`config.mk`:
```
export PLATFORM = sky130hd
export DESIGN_NAME = dit_timer
export DESIGN_NICKNAME = d
export VERILOG_FILES = /design/src/verilog/dit_timer.v /design/src/verilog/dit_prescaler.v
export VERILOG_INCLUDE_DIRS = /design/src /design/src/verilog
export SDC_FILE = /design/constraint.sdc
export NUM_CORES = 1
export LEC_CHECK = 0
export ABC_CLOCK_PERIOD_IN_PS = 7000
export BUFFER_PORTS_ARGS = -buffer_cell sky130_fd_sc_hd__clkbuf_2
export CORE_ASPECT_RATIO = 1.1
export CORE_MARGIN = 2
export CORE_UTILIZATION = 58
export CTS_CLUSTER_SIZE = 25
export DETAILED_ROUTE_END_ITERATION = 12
export PLACE_DENSITY_LB_ADDON = 0.2
export SETUP_SLACK_MARGIN = 0.3
export SLEW_MARGIN = 20
export SYNTH_ARGS = -nofsm -noshare
export SYNTH_HDL_FRONTEND = slang
export SYNTH_SLANG_ARGS = --single-unit
```
`constraint.sdc`:
```
create_clock -name core_clk_i -period 7 [get_ports core_clk_i]
set_input_delay 0.35 -clock core_clk_i [delete_from_list [all_inputs] [get_ports core_clk_i]]
set_output_delay 0.35 -clock core_clk_i [all_outputs]
set_load 0.01 [all_outputs]
```
`src/verilog/dit_defines.vh`:
```
// constants shared by the dual interval / one-shot timer
`ifndef DIT_DEFINES_VH
`define DIT_DEFINES_VH

// register indexes on the access port
`define DIT_IDX_T0_CTRL 3'h0
`define DIT_IDX_T1_CTRL 3'h1
`define DIT_IDX_T0_COUNT 3'h2
`define DIT_IDX_T0_MODULO 3'h3
`define DIT_IDX_T1_COUNT 3'h4
`define DIT_IDX_T1_MODULO 3'h5

// control register fields
`define DIT_MODE_LO 0
`define DIT_MODE_HI 1
`define DIT_POLARITY 2
`define DIT_SQ_EN 3
`define DIT_M0_CLK_SEL 4
`define DIT_M0_RUN 5
`define DIT_CLK_SEL 6
`define DIT_RUN 7

// reset values and writable masks
`define DIT_CTRL_RST 8'h00
`define DIT_CNT_RST 16'h0000
`define DIT_T1_CTRL_MASK 8'hC0
`define DIT_ZERO16 16'h0000
`define DIT_ONE16 16'h0001

// prescale taps
`define DIT_DIV_FAST 6
`define DIT_DIV_MID 12
`define DIT_DIV_SLOW 128
`define DIT_PRE_W 7

// wait states inserted on every register access
`define DIT_WAIT_STATES 6
`define DIT_WAIT_W 3

`endif

```
`src/verilog/dit_timer.v`:
```
// dual 16-bit interval / one-shot timer with square wave output
//
// How it works
// - each timer has 16-bit count and modulo registers and an 8-bit control byte
// - mode bits low: both zero is interval, low one with high zero is one-shot
// - timer 1 control mode bits are hard zero, so it only runs interval
// - interval: writing run one loads count from modulo and starts the countdown
// - interval: at zero the modulo reloads; a period is value plus one ticks
// - timer 1 reloads and counts down the same way from its own registers
// - interval: writing run one again while counting reloads and restarts
// - interval: clearing run halts counting and keeps count and modulo
// - interval count clock is clk/6 when select is zero, clk/128 when one
// - one-shot: count and modulo each count down under their own run bit
// - one-shot: a counter reaching zero stops and holds zero
// - one-shot: count reaching zero clears the timer 0 run bit
// - one-shot: modulo reaching zero clears the modulo run bit
// - one-shot: clearing either run bit freezes its counter
// - one-shot count clocks are clk/12 when select is zero, clk/128 when one
// - interval: modulo clock select and modulo run bit do nothing
// - square enable one: the wave output toggles on every timer 0 flag
// - interval, square enable zero: output sits at the polarity's inactive level
// - one-shot, square enable zero: output asserts on start, returns on flag
// - control registers take byte or bit access with six wait states
// - reset clears both control bytes, stopping timers in interval mode
`timescale 1ns/1ps
`include "dit_defines.vh"

module dit_timer (
    input wire core_clk_i,
    input wire rst_i,
    input wire ce_i,
    input wire reg_req_i,
    input wire reg_we_i,
    input wire [2:0] reg_addr_i,
    input wire reg_bit_i,
    input wire [3:0] reg_bitpos_i,
    input wire [15:0] reg_wdata_i,
    output reg reg_ack_o,
    output reg [15:0] reg_rdata_o,
    output reg timer_wave_out_o,
    output reg t0_irq_flag_o,
    output reg t1_irq_flag_o,
    output reg modulo0_done_o
);

    localparam BUS_IDLE = 1'b0;
    localparam BUS_WAIT = 1'b1;

    // programmable state
    reg [7:0] t0_ctrl_r;
    reg [7:0] t1_ctrl_r;
    reg [15:0] timer0_count_r;
    reg [15:0] timer0_modulo_r;
    reg [15:0] timer1_count_r;
    reg [15:0] timer1_modulo_r;

    reg [7:0] t0_ctrl_nxt;
    reg [7:0] t1_ctrl_nxt;
    reg [15:0] timer0_count_nxt;
    reg [15:0] timer0_modulo_nxt;
    reg [15:0] timer1_count_nxt;
    reg [15:0] timer1_modulo_nxt;
    reg t0_irq_nxt;
    reg t1_irq_nxt;
    reg m0_done_nxt;
    reg wave_nxt;

    // access port state
    reg bus_state_r;
    reg [`DIT_WAIT_W-1:0] wait_cnt_r;
    reg lat_we_r;
    reg [2:0] lat_addr_r;
    reg lat_bit_r;
    reg [3:0] lat_pos_r;
    reg [15:0] lat_wdata_r;

    wire tick_fast;
    wire tick_mid;
    wire tick_slow;

    dit_prescaler u_prescaler (
        .core_clk_i(core_clk_i),
        .rst_i(rst_i),
        .ce_i(ce_i),
        .tick_fast_o(tick_fast),
        .tick_mid_o(tick_mid),
        .tick_slow_o(tick_slow)
    );

    // byte write replaces the value, bit write touches one position only
    function [15:0] merge;
        input [15:0] old;
        input [15:0] wdata;
        input bit_acc;
        input [3:0] pos;
        reg [15:0] mask;
        begin
            mask = `DIT_ONE16 << pos;
            if (bit_acc) begin
                merge = wdata[0] ? (old | mask) : (old & ~mask);
            end else begin
                merge = wdata;
            end
        end
    endfunction

    // a run bit is written to one by a byte write or a bit write aimed at it
    function run_set;
        input [15:0] wdata;
        input bit_acc;
        input [3:0] pos;
        input integer field;
        begin
            if (bit_acc) begin
                run_set = wdata[0] && (pos == field);
            end else begin
                run_set = wdata[field];
            end
        end
    endfunction

    // tick for a counter given the mode and its clock select
    function pick_tick;
        input one_shot;
        input sel;
        input fast;
        input mid;
        input slow;
        begin
            if (sel) begin
                pick_tick = slow;
            end else if (one_shot) begin
                pick_tick = mid;
            end else begin
                pick_tick = fast;
            end
        end
    endfunction

    // one-shot needs the low mode bit set and the prohibited high bit clear
    function one_shot_mode;
        input [7:0] ctrl;
        begin
            one_shot_mode = ctrl[`DIT_MODE_LO] && !ctrl[`DIT_MODE_HI];
        end
    endfunction

    function [15:0] read_mux;
        input [2:0] idx;
        begin
            case (idx)
                `DIT_IDX_T0_CTRL: read_mux = {8'h00, t0_ctrl_r};
                `DIT_IDX_T1_CTRL: read_mux = {8'h00, t1_ctrl_r};
                `DIT_IDX_T0_COUNT: read_mux = timer0_count_r;
                `DIT_IDX_T0_MODULO: read_mux = timer0_modulo_r;
                `DIT_IDX_T1_COUNT: read_mux = timer1_count_r;
                `DIT_IDX_T1_MODULO: read_mux = timer1_modulo_r;
                default: read_mux = `DIT_ZERO16;
            endcase
        end
    endfunction

    // access completes after the last wait state
    wire acc_fire = (bus_state_r == BUS_WAIT) && (wait_cnt_r == `DIT_WAIT_STATES - 1);
    wire acc_wr = acc_fire && lat_we_r;
    wire wr_ctrl0 = acc_wr && (lat_addr_r == `DIT_IDX_T0_CTRL);
    wire wr_ctrl1 = acc_wr && (lat_addr_r == `DIT_IDX_T1_CTRL);
    wire wr_cnt0 = acc_wr && (lat_addr_r == `DIT_IDX_T0_COUNT);
    wire wr_mode_sel_lo = acc_wr && (lat_addr_r == `DIT_IDX_T0_MODULO);
    wire wr_cnt1 = acc_wr && (lat_addr_r == `DIT_IDX_T1_COUNT);
    wire wr_mode_sel_hi = acc_wr && (lat_addr_r == `DIT_IDX_T1_MODULO);
    wire [15:0] wr_val = merge(read_mux(lat_addr_r), lat_wdata_r, lat_bit_r, lat_pos_r);

    wire t0_run_wr1 = wr_ctrl0 && run_set(lat_wdata_r, lat_bit_r, lat_pos_r, `DIT_RUN);
    wire t1_run_wr1 = wr_ctrl1 && run_set(lat_wdata_r, lat_bit_r, lat_pos_r, `DIT_RUN);

    // a prohibited high mode bit is treated as interval
    wire t0_one_shot = one_shot_mode(t0_ctrl_r);
    wire t0_tick = pick_tick(t0_one_shot, t0_ctrl_r[`DIT_CLK_SEL],
        tick_fast, tick_mid, tick_slow);
    wire m0_tick = pick_tick(1'b1, t0_ctrl_r[`DIT_M0_CLK_SEL],
        tick_fast, tick_mid, tick_slow);
    wire t1_tick = pick_tick(1'b0, t1_ctrl_r[`DIT_CLK_SEL],
        tick_fast, tick_mid, tick_slow);

    // timer 0 next state
    always @* begin
        t0_ctrl_nxt = t0_ctrl_r;
        timer0_count_nxt = timer0_count_r;
        timer0_modulo_nxt = timer0_modulo_r;
        t0_irq_nxt = 1'b0;
        m0_done_nxt = 1'b0;
        if (!t0_one_shot) begin
            // stopped run bit simply holds both registers
            if (t0_ctrl_r[`DIT_RUN] && t0_tick) begin
                if (timer0_count_r == `DIT_ZERO16) begin
                    timer0_count_nxt = timer0_modulo_r;
                    t0_irq_nxt = 1'b1;
                end else begin
                    timer0_count_nxt = timer0_count_r - `DIT_ONE16;
                end
            end
        end else begin
            if (t0_ctrl_r[`DIT_RUN] && t0_tick) begin
                if (timer0_count_r <= `DIT_ONE16) begin
                    timer0_count_nxt = `DIT_ZERO16;
                    t0_ctrl_nxt[`DIT_RUN] = 1'b0;
                    t0_irq_nxt = 1'b1;
                end else begin
                    timer0_count_nxt = timer0_count_r - `DIT_ONE16;
                end
            end
            // modulo counter only moves in one-shot mode
            if (t0_ctrl_r[`DIT_M0_RUN] && m0_tick) begin
                if (timer0_modulo_r <= `DIT_ONE16) begin
                    timer0_modulo_nxt = `DIT_ZERO16;
                    t0_ctrl_nxt[`DIT_M0_RUN] = 1'b0;
                    m0_done_nxt = 1'b1;
                end else begin
                    timer0_modulo_nxt = timer0_modulo_r - `DIT_ONE16;
                end
            end
        end
        // software writes land after the hardware update so a set beats a clear
        if (wr_ctrl0) begin
            if (lat_bit_r) begin
                t0_ctrl_nxt[lat_pos_r[2:0]] = lat_wdata_r[0];
            end else begin
                t0_ctrl_nxt = lat_wdata_r[7:0];
            end
        end
        if (t0_run_wr1 && !one_shot_mode(t0_ctrl_nxt)) begin
            timer0_count_nxt = timer0_modulo_r;
            t0_irq_nxt = 1'b0;
        end
        if (wr_cnt0) begin
            timer0_count_nxt = wr_val;
        end
        if (wr_mode_sel_lo) begin
            timer0_modulo_nxt = wr_val;
        end
    end

    // timer 1 next state, interval only
    always @* begin
        t1_ctrl_nxt = t1_ctrl_r;
        timer1_count_nxt = timer1_count_r;
        timer1_modulo_nxt = timer1_modulo_r;
        t1_irq_nxt = 1'b0;
        if (t1_ctrl_r[`DIT_RUN] && t1_tick) begin
            if (timer1_count_r == `DIT_ZERO16) begin
                timer1_count_nxt = timer1_modulo_r;
                t1_irq_nxt = 1'b1;
            end else begin
                timer1_count_nxt = timer1_count_r - `DIT_ONE16;
            end
        end
        if (wr_ctrl1) begin
            t1_ctrl_nxt = wr_val[7:0] & `DIT_T1_CTRL_MASK;
        end
        if (t1_run_wr1) begin
            timer1_count_nxt = timer1_modulo_r;
            t1_irq_nxt = 1'b0;
        end
        if (wr_cnt1) begin
            timer1_count_nxt = wr_val;
        end
        if (wr_mode_sel_hi) begin
            timer1_modulo_nxt = wr_val;
        end
    end

    // wave output; the pin mux lives outside the block
    // decided on the new control byte, so a start written together with the mode still asserts
    always @* begin
        wave_nxt = timer_wave_out_o;
        if (t0_ctrl_nxt[`DIT_SQ_EN]) begin
            if (t0_irq_nxt) begin
                wave_nxt = ~timer_wave_out_o;
            end
        end else if (one_shot_mode(t0_ctrl_nxt)) begin
            if (t0_irq_nxt) begin
                wave_nxt = t0_ctrl_nxt[`DIT_POLARITY];
            end else if (t0_run_wr1) begin
                wave_nxt = ~t0_ctrl_nxt[`DIT_POLARITY];
            end
        end else begin
            wave_nxt = t0_ctrl_nxt[`DIT_POLARITY];
        end
    end

    // access port: one request at a time, answered after the wait states
    always @(posedge core_clk_i or posedge rst_i) begin
        if (rst_i) begin
            bus_state_r <= BUS_IDLE;
            wait_cnt_r <= {`DIT_WAIT_W{1'b0}};
            lat_we_r <= 1'b0;
            lat_addr_r <= 3'h0;
            lat_bit_r <= 1'b0;
            lat_pos_r <= 4'h0;
            lat_wdata_r <= `DIT_ZERO16;
            reg_ack_o <= 1'b0;
            reg_rdata_o <= `DIT_ZERO16;
        end else if (ce_i) begin
            reg_ack_o <= 1'b0;
            case (bus_state_r)
                BUS_IDLE: begin
                    if (reg_req_i) begin
                        bus_state_r <= BUS_WAIT;
                        wait_cnt_r <= {`DIT_WAIT_W{1'b0}};
                        lat_we_r <= reg_we_i;
                        lat_addr_r <= reg_addr_i;
                        lat_bit_r <= reg_bit_i;
                        lat_pos_r <= reg_bitpos_i;
                        lat_wdata_r <= reg_wdata_i;
                    end
                end
                BUS_WAIT: begin
                    if (acc_fire) begin
                        bus_state_r <= BUS_IDLE;
                        reg_ack_o <= 1'b1;
                        if (!lat_we_r) begin
                            // unmapped indexes read as zero
                            reg_rdata_o <= read_mux(lat_addr_r);
                        end
                    end else begin
                        wait_cnt_r <= wait_cnt_r + 1'b1;
                    end
                end
                default: begin
                    bus_state_r <= BUS_IDLE;
                end
            endcase
        end
    end

    // timer state
    always @(posedge core_clk_i or posedge rst_i) begin
        if (rst_i) begin
            t0_ctrl_r <= `DIT_CTRL_RST;
            t1_ctrl_r <= `DIT_CTRL_RST;
            timer0_count_r <= `DIT_CNT_RST;
            timer0_modulo_r <= `DIT_CNT_RST;
            timer1_count_r <= `DIT_CNT_RST;
            timer1_modulo_r <= `DIT_CNT_RST;
            t0_irq_flag_o <= 1'b0;
            t1_irq_flag_o <= 1'b0;
            modulo0_done_o <= 1'b0;
            timer_wave_out_o <= 1'b0;
        end else if (ce_i) begin
            t0_ctrl_r <= t0_ctrl_nxt;
            t1_ctrl_r <= t1_ctrl_nxt;
            timer0_count_r <= timer0_count_nxt;
            timer0_modulo_r <= timer0_modulo_nxt;
            timer1_count_r <= timer1_count_nxt;
            timer1_modulo_r <= timer1_modulo_nxt;
            t0_irq_flag_o <= t0_irq_nxt;
            t1_irq_flag_o <= t1_irq_nxt;
            modulo0_done_o <= m0_done_nxt;
            timer_wave_out_o <= wave_nxt;
        end
    end

endmodule // dit_timer

```
`src/verilog/dit_prescaler.v`:
```
// free-running prescaler giving one-cycle ticks at clk/6, clk/12 and clk/128
`timescale 1ns/1ps
`include "dit_defines.vh"

module dit_prescaler (
    input wire core_clk_i,
    input wire rst_i,
    input wire ce_i,
    output reg tick_fast_o,
    output reg tick_mid_o,
    output reg tick_slow_o
);

    reg [`DIT_PRE_W-1:0] fast_cnt_r;
    reg [`DIT_PRE_W-1:0] mid_cnt_r;
    reg [`DIT_PRE_W-1:0] slow_cnt_r;

    // wraps a counter at its divisor and reports the wrap
    function wrap;
        input [`DIT_PRE_W-1:0] cnt;
        input integer div;
        begin
            wrap = (cnt == div - 1);
        end
    endfunction

    // taps run free so a timer start has up to one tick of phase jitter
    always @(posedge core_clk_i or posedge rst_i) begin
        if (rst_i) begin
            fast_cnt_r <= {`DIT_PRE_W{1'b0}};
            mid_cnt_r <= {`DIT_PRE_W{1'b0}};
            slow_cnt_r <= {`DIT_PRE_W{1'b0}};
            tick_fast_o <= 1'b0;
            tick_mid_o <= 1'b0;
            tick_slow_o <= 1'b0;
        end else if (ce_i) begin
            tick_fast_o <= wrap(fast_cnt_r, `DIT_DIV_FAST);
            tick_mid_o <= wrap(mid_cnt_r, `DIT_DIV_MID);
            tick_slow_o <= wrap(slow_cnt_r, `DIT_DIV_SLOW);
            fast_cnt_r <= wrap(fast_cnt_r, `DIT_DIV_FAST) ? {`DIT_PRE_W{1'b0}} :
                fast_cnt_r + 1'b1;
            mid_cnt_r <= wrap(mid_cnt_r, `DIT_DIV_MID) ? {`DIT_PRE_W{1'b0}} :
                mid_cnt_r + 1'b1;
            slow_cnt_r <= wrap(slow_cnt_r, `DIT_DIV_SLOW) ? {`DIT_PRE_W{1'b0}} :
                slow_cnt_r + 1'b1;
        end
    end

endmodule // dit_prescaler

```
After elaboration in Yosys (flattened, before gate mapping)
Index checks and enable logic that the tools add are counted.
{"block": "word_totals", "ff_bits": 148}
{"block": "classes", "addsub": 7, "order_cmp": 4, "n_eq_ne": 14, "shifts": 1, "muxes": 62, "bitwise_logic": 7, "n_reduce_logical": 38}
{"op": "16-bit 2-to-1 mux", "n": 17}
{"op": "16-bit one-hot mux with 6 select lines", "n": 1}
{"op": "16-bit by 1-bit subtractor with 16-bit output, second input constant", "n": 3}
{"op": "1-bit 2-to-1 mux", "n": 33}
{"op": "16-bit by 1-bit <= comparator with 1-bit output, second input constant", "n": 2}
{"op": "16-bit logical NOT", "n": 2}
{"op": "7-bit by 1-bit adder with 7-bit output, second input constant", "n": 3}
{"op": "7-bit 2-to-1 mux", "n": 3}
{"op": "1-bit logical AND", "n": 18}
{"op": "16-bit bitwise AND", "n": 1}
{"op": "8-bit 2-to-1 mux", "n": 2}
{"op": "16-bit inverter", "n": 1}
{"op": "16-bit OR", "n": 1}
{"op": "1-bit by 4-bit left shift with 16-bit output, first input constant", "n": 1}
{"op": "3-bit AND reduction", "n": 4}
{"op": "2-bit AND reduction", "n": 5}
{"op": "3-bit equality test, second input constant", "n": 3}
{"op": "8-bit bitwise mux", "n": 1}
{"op": "7-bit by 3-bit equality test with 1-bit output, second input constant", "n": 1}
{"op": "7-bit by 4-bit equality test with 1-bit output, second input constant", "n": 1}
{"op": "7-bit equality test, second input constant", "n": 1}
{"op": "3-bit by 2-bit equality test with 1-bit output, second input constant", "n": 2}
{"op": "3-bit 2-to-1 mux", "n": 2}
{"op": "3-bit one-hot mux with 2 select lines", "n": 1}
{"op": "16 further kinds", "n": 24}

Depth between registers and ports, before layout
{"block": "logic_depth", "word_depth": 18, "ltp_mapped": 11, "mapped_depth_nobuf": 8}

Modules after synthesis
Synthesis repeated with hierarchy kept, for this count alone.
{"block": "hier_totals", "cells_unflattened": 975, "area_unflattened_um2": 9080.0}
{"module": "dit_timer", "n_inst": 1, "cells_each": 875, "area_each_um2": 7983.9, "seq_area_each_um2": 3103.0}
{"module": "dit_prescaler", "n_inst": 1, "cells_each": 100, "area_each_um2": 1096.1, "seq_area_each_um2": 600.6}

Worst setup path before layout
No wires, ideal clock.
{"block": "synth_path", "kind": "reg-to-reg", "startpoint": "register timer0_count_r[10]", "endpoint": "register timer_wave_out_o", "setup_time_ns": 0.086, "t_arrival_ns": 2.300, "slack_ns": 4.614, "path_stages_with_launch": 8, "cell_sequence": "dfrtp_1 > buf_2 > nor4_4 > nand4_1 > or4_1 > a211oi_1 > mux2_2 > nor3_1"}
{"block": "synth_between", "elab_chain_cells": 8}
{"element": "start, declared", "line_no": "dit_timer.v:52", "rtl": "reg [15:0] timer0_count_r;"}
{"element": "start signal, assigned", "line_no": "dit_timer.v:342", "rtl": "timer0_count_r <= `DIT_CNT_RST;"}
{"element": "start signal, assigned", "line_no": "dit_timer.v:353", "rtl": "timer0_count_r <= timer0_count_nxt;"}
{"element": "16-bit by 1-bit <= comparator with 1-bit output (no line) or 16-bit logical NOT (tied branches)"}
{"element": "1-bit 2-to-1 mux (on tied branches)", "line_no": "dit_timer.v:205, dit_timer.v:196"}
{"element": "1-bit 2-to-1 mux (on tied branches)", "line_no": "dit_timer.v:204, dit_timer.v:195"}
{"element": "1-bit 2-to-1 mux (*)", "line_no": "dit_timer.v:193", "rtl": "if (!t0_one_shot) begin"}
{"element": "1-bit 2-to-1 mux (*)", "line_no": "dit_timer.v:232", "rtl": "if (t0_run_wr1 && !one_shot_mode(t0_ctrl_nxt)) begin"}
{"element": "1-bit 2-to-1 mux", "line_no": "dit_timer.v:282", "rtl": "if (t0_irq_nxt) begin"}
{"element": "1-bit 2-to-1 mux", "line_no": "dit_timer.v:281", "rtl": "end else if (one_shot_mode(t0_ctrl_nxt)) begin"}
{"element": "1-bit 2-to-1 mux", "line_no": "dit_timer.v:277", "rtl": "if (t0_ctrl_nxt[`DIT_SQ_EN]) begin"}
{"element": "end signal, assigned", "line_no": "dit_timer.v:360", "rtl": "timer_wave_out_o <= wave_nxt;"}
{"element": "end, declared", "line_no": "dit_timer.v:40", "rtl": "output reg timer_wave_out_o,"}
Every way passes the cells marked *; elsewhere a longest branch is shown, timed or not.
A chain may end at the register's enable or synchronous reset.

Final worst setup path
{"block": "layout_path", "startpoint": "register lat_addr_r[0]", "endpoint": "register timer0_count_r[9]"}
{"block": "layout_between", "elab_chain_cells": 9}
{"element": "start, declared", "line_no": "dit_timer.v:72", "rtl": "reg [2:0] lat_addr_r;"}
{"element": "start signal, assigned", "line_no": "dit_timer.v:312", "rtl": "lat_addr_r <= reg_addr_i;"}
{"element": "parallel branches: the longest is 9 deep, another holds 16-bit one-hot mux with 6 select lines"}
Several ways; the timed one is not identified.

==> impl_metrics.env <==
export IMPL_status="finished clean"
export IMPL_post_dp_hpwl_um=18820
export IMPL_yosys_area_top_type_share=0.3962
export IMPL_overflow=0
export IMPL_first_global_vias=7558
export IMPL_cts_resized=0
export IMPL_ctsRootBufferMaster="clkbuf_16"
export IMPL_n_antenna_cell=0
export IMPL_mappedNetlistNets=1033
export IMPL_die_x_um=125.0
export IMPL_place_gp_congestion=0.9365
export IMPL_crit_type="reg -> reg"
export IMPL_nNetsFinal=1040
export IMPL_clk_latency_ns=0.44
export IMPL_reg2reg_from="lat_addr_r[0]"
export IMPL_rows=48
export IMPL_seq_area_frac_synth=0.3962
export IMPL_fin_crit_ns=3.422
export IMPL_synthFlopType="dfrtp_1"
export IMPL_vias=8164
export IMPL_port_buffers=49
export IMPL_first_pass_iters=5
export IMPL_ys_top_cells_by_area="dfrtp_1, mux2_2, mux2i_1"
export IMPL_fillers=1320
export IMPL_ys_warn_count=0
export IMPL_avgViaCountPerCell=6.736
export IMPL_maxCapViolations=0
export IMPL_drv_slew=0
export IMPL_grt_max_degree=101
export IMPL_cp_max_fo=33
export IMPL_cp_startpoint="lat_addr_r[0]"
export IMPL_grt_total_usage=0.3148
export IMPL_path_clk_slew_ns=0.07
export IMPL_drc=0
export IMPL_post_dp_cell_area_um2=9595
export IMPL_avgSynthCellArea_um2=9.423
export IMPL_dieArea_um2=17150
export IMPL_hold_violations=0
export IMPL_die_h_um=137.1
export IMPL_hp_class="in -> async"
export IMPL_synth_cells=992
export IMPL_critPathArrivalTime_ns=3.71
export IMPL_synthArstFlopShare=1.000
export IMPL_cts_sinks=148
export IMPL_start_util=0.5941
export IMPL_max_freq_mhz=292.2
export IMPL_p_per_area_nw_per_um2=459.8
export IMPL_initialDrtViolationCount=832
export IMPL_synth_top_area_cell="dfrtp_1"
export IMPL_cts_setup_buffers=0
export IMPL_worstMarginPinSlew_ns=1.170
export IMPL_critPathCaptureType="register"
export IMPL_fin_crit_sh=0.4889
export IMPL_cts_hold_buf=0
export IMPL_ys_top_cells_by_count="dfrtp_1, nor2_1, nand2_1"
export IMPL_design_area_um2=10240
export IMPL_syn_area_um2=9348
export IMPL_final_setup_tns_ns=0
export IMPL_setup_viol=0
export IMPL_yosysMostFrequentCell="dfrtp_1"
export IMPL_antenna_found_initial=0
export IMPL_drt_wl_total_um=26550
export IMPL_synth_cell_types=88
export IMPL_drive_above_1_share=0.1828
export IMPL_slew_headroom=0.2119
export IMPL_grt_pass1_wl_um=41880
export IMPL_crit_path_start_kind="register"
export IMPL_fin_skew_ns=0.008152
export IMPL_ctsHtreeMaxLevel=4
export IMPL_synth_edff_count=0
export IMPL_routedWlPerCell_um=21.91
export IMPL_coreArea_um2=15740
export IMPL_cts_buffer_depth=2
export IMPL_drtAntennaViolNets=0
export IMPL_grt_setup_unrepaired="false"
export IMPL_cts_made_buffers=17
export IMPL_cp_required_ns=7.29
export IMPL_area_delta_synth_final_pct=9.517
export IMPL_io_pins=50
export IMPL_cts_tree="built"
export IMPL_irDropWorstVdd_mv=0.3183
export IMPL_ys_ff_latch=148
export IMPL_p_leak_nw=4.357
==> layout make-up <==
type                    count  area, um2  share of cell area
flip-flops and latches    148       3705              0.3619
multi-input cells         750       5233              0.5111
inverters                  24      95.09            0.009289
clock buffers              17      425.4             0.04155
well taps                 200      250.2             0.02444
repair buffers             58      312.8             0.03055
clock inverters            15      216.5             0.02114
==> where the power goes <==
group,total [mW],internal (mW),switching (mW)
registers,1.51,1.09,0.420
logic,2.18,0.910,1.27
clock network,1.01,0.607,0.404
==> path summary, 6_finish.rpt <==
kind | end | slack, ns | cells past startpoint
min in group core_clk_i | lat_wdata_r[3] | 0.14 | 2
worst min-delay path | u_prescaler.mid_cnt_r[4] | 0.09 | 2
worst max register to register | timer0_count_r[9] | 3.58 | 7
max in group asynchronous | timer0_count_r[10] | 5.72 | 3
worst min register to register | u_prescaler.fast_cnt_r[6] | 0.47 | 1
worst max-delay path | timer0_count_r[9] | 3.58 | 7
==> layout by cell type, fill, tap and decap left out, types with 6 or more instances in the layout <==
cell type | synthesis | final
dfrtp_1 | 148 | 147
nor2_1 | 81 | 81
nand2_1 | 73 | 73
o21ai_0 | 70 | 70
mux2_2 | 56 | 56
clkbuf_2 | 1 | 49
mux2i_1 | 46 | 46
a21oi_1 | 44 | 44
o22ai_1 | 30 | 30
nor3_1 | 30 | 30
nand3_1 | 27 | 27
inv_1 | 24 | 23
xnor2_1 | 17 | 17
clkbuf_16 | 0 | 17
nand2b_1 | 16 | 16
o221ai_1 | 15 | 15
nand4_1 | 13 | 13
xor2_1 | 13 | 13
ha_1 | 12 | 12
nor4_1 | 11 | 11
o2bb2ai_1 | 11 | 11
a211oi_1 | 11 | 11
o31ai_1 | 9 | 9
or3_1 | 9 | 9
a22o_1 | 9 | 9
buf_4 | 1 | 9
nor2b_1 | 8 | 8
o21a_1 | 8 | 8
a221o_1 | 7 | 7
a31oi_1 | 7 | 7
or3b_2 | 7 | 7
inv_6 | 0 | 7
or4_1 | 6 | 6
==> state kept, by name, summed over array words and instances (netlist names), 2 cells and up, named ones only <==
signal                  count
lat_wdata_r                16
reg_rdata_o                16
timer0_count_r             16
timer0_modulo_r            16
timer1_count_r             16
timer1_modulo_r            16
u_prescaler.fast_cnt_r      7
u_prescaler.mid_cnt_r       7
u_prescaler.slow_cnt_r      7
t0_ctrl_r                   6
lat_pos_r                   4
lat_addr_r                  3
wait_cnt_r                  3
t1_ctrl_r                   2
==> worst max-delay path: stages, from the launching register on <==
cell and delay [ns]:
dfrtp_2 0.58, buf_4 0.34, or3_1 0.52, nor3_2 0.36, a221oi_4 0.16, o311ai_4 0.81, nand2b_4 0.36, o221ai_1 0.12
==> stage by stage <==
step                      hold slack [ns]  worst slack [ns]  cells  power (mW)    util
final                             0.09454             3.578   1212       4.708  0.6506
after CTS                          0.1344             3.634   1212       4.655  0.6506
after detailed placement           0.4534             3.635   1180       3.641  0.6098
after floorplan                    0.4345             2.670    992       3.095       -
after global routing               0.1405             3.415   1212       4.962  0.6506
after global placement             0.4570             3.712   1180       3.587  0.6098
==> kinds of logic (layout without fill, tap and decap cells) <==
group                      Yosys count  in the layout  synth area share
xor gates and xnor gates            30             30           0.02811
and+or+nand+nor                    328            328            0.1887
AOI/OAI and AO/OA                  277            277            0.2077
DFF                                148            148            0.3962
muxes                              103            103            0.1191
adders and majority gates           12             12           0.01606
buffers and inverters               94            114           0.04404
==> routing by layer <==
metal	GRT usage	part of all wire	vias to the layer above
li1	-	-	3742
met1	0.4260	0.43	3963
met2	0.5003	0.46	396
met3	0.05864	0.074	63
met4	0.1358	0.038	0
met5	0	0	-
Note: power is estimated with default switching activity, not from simulation.
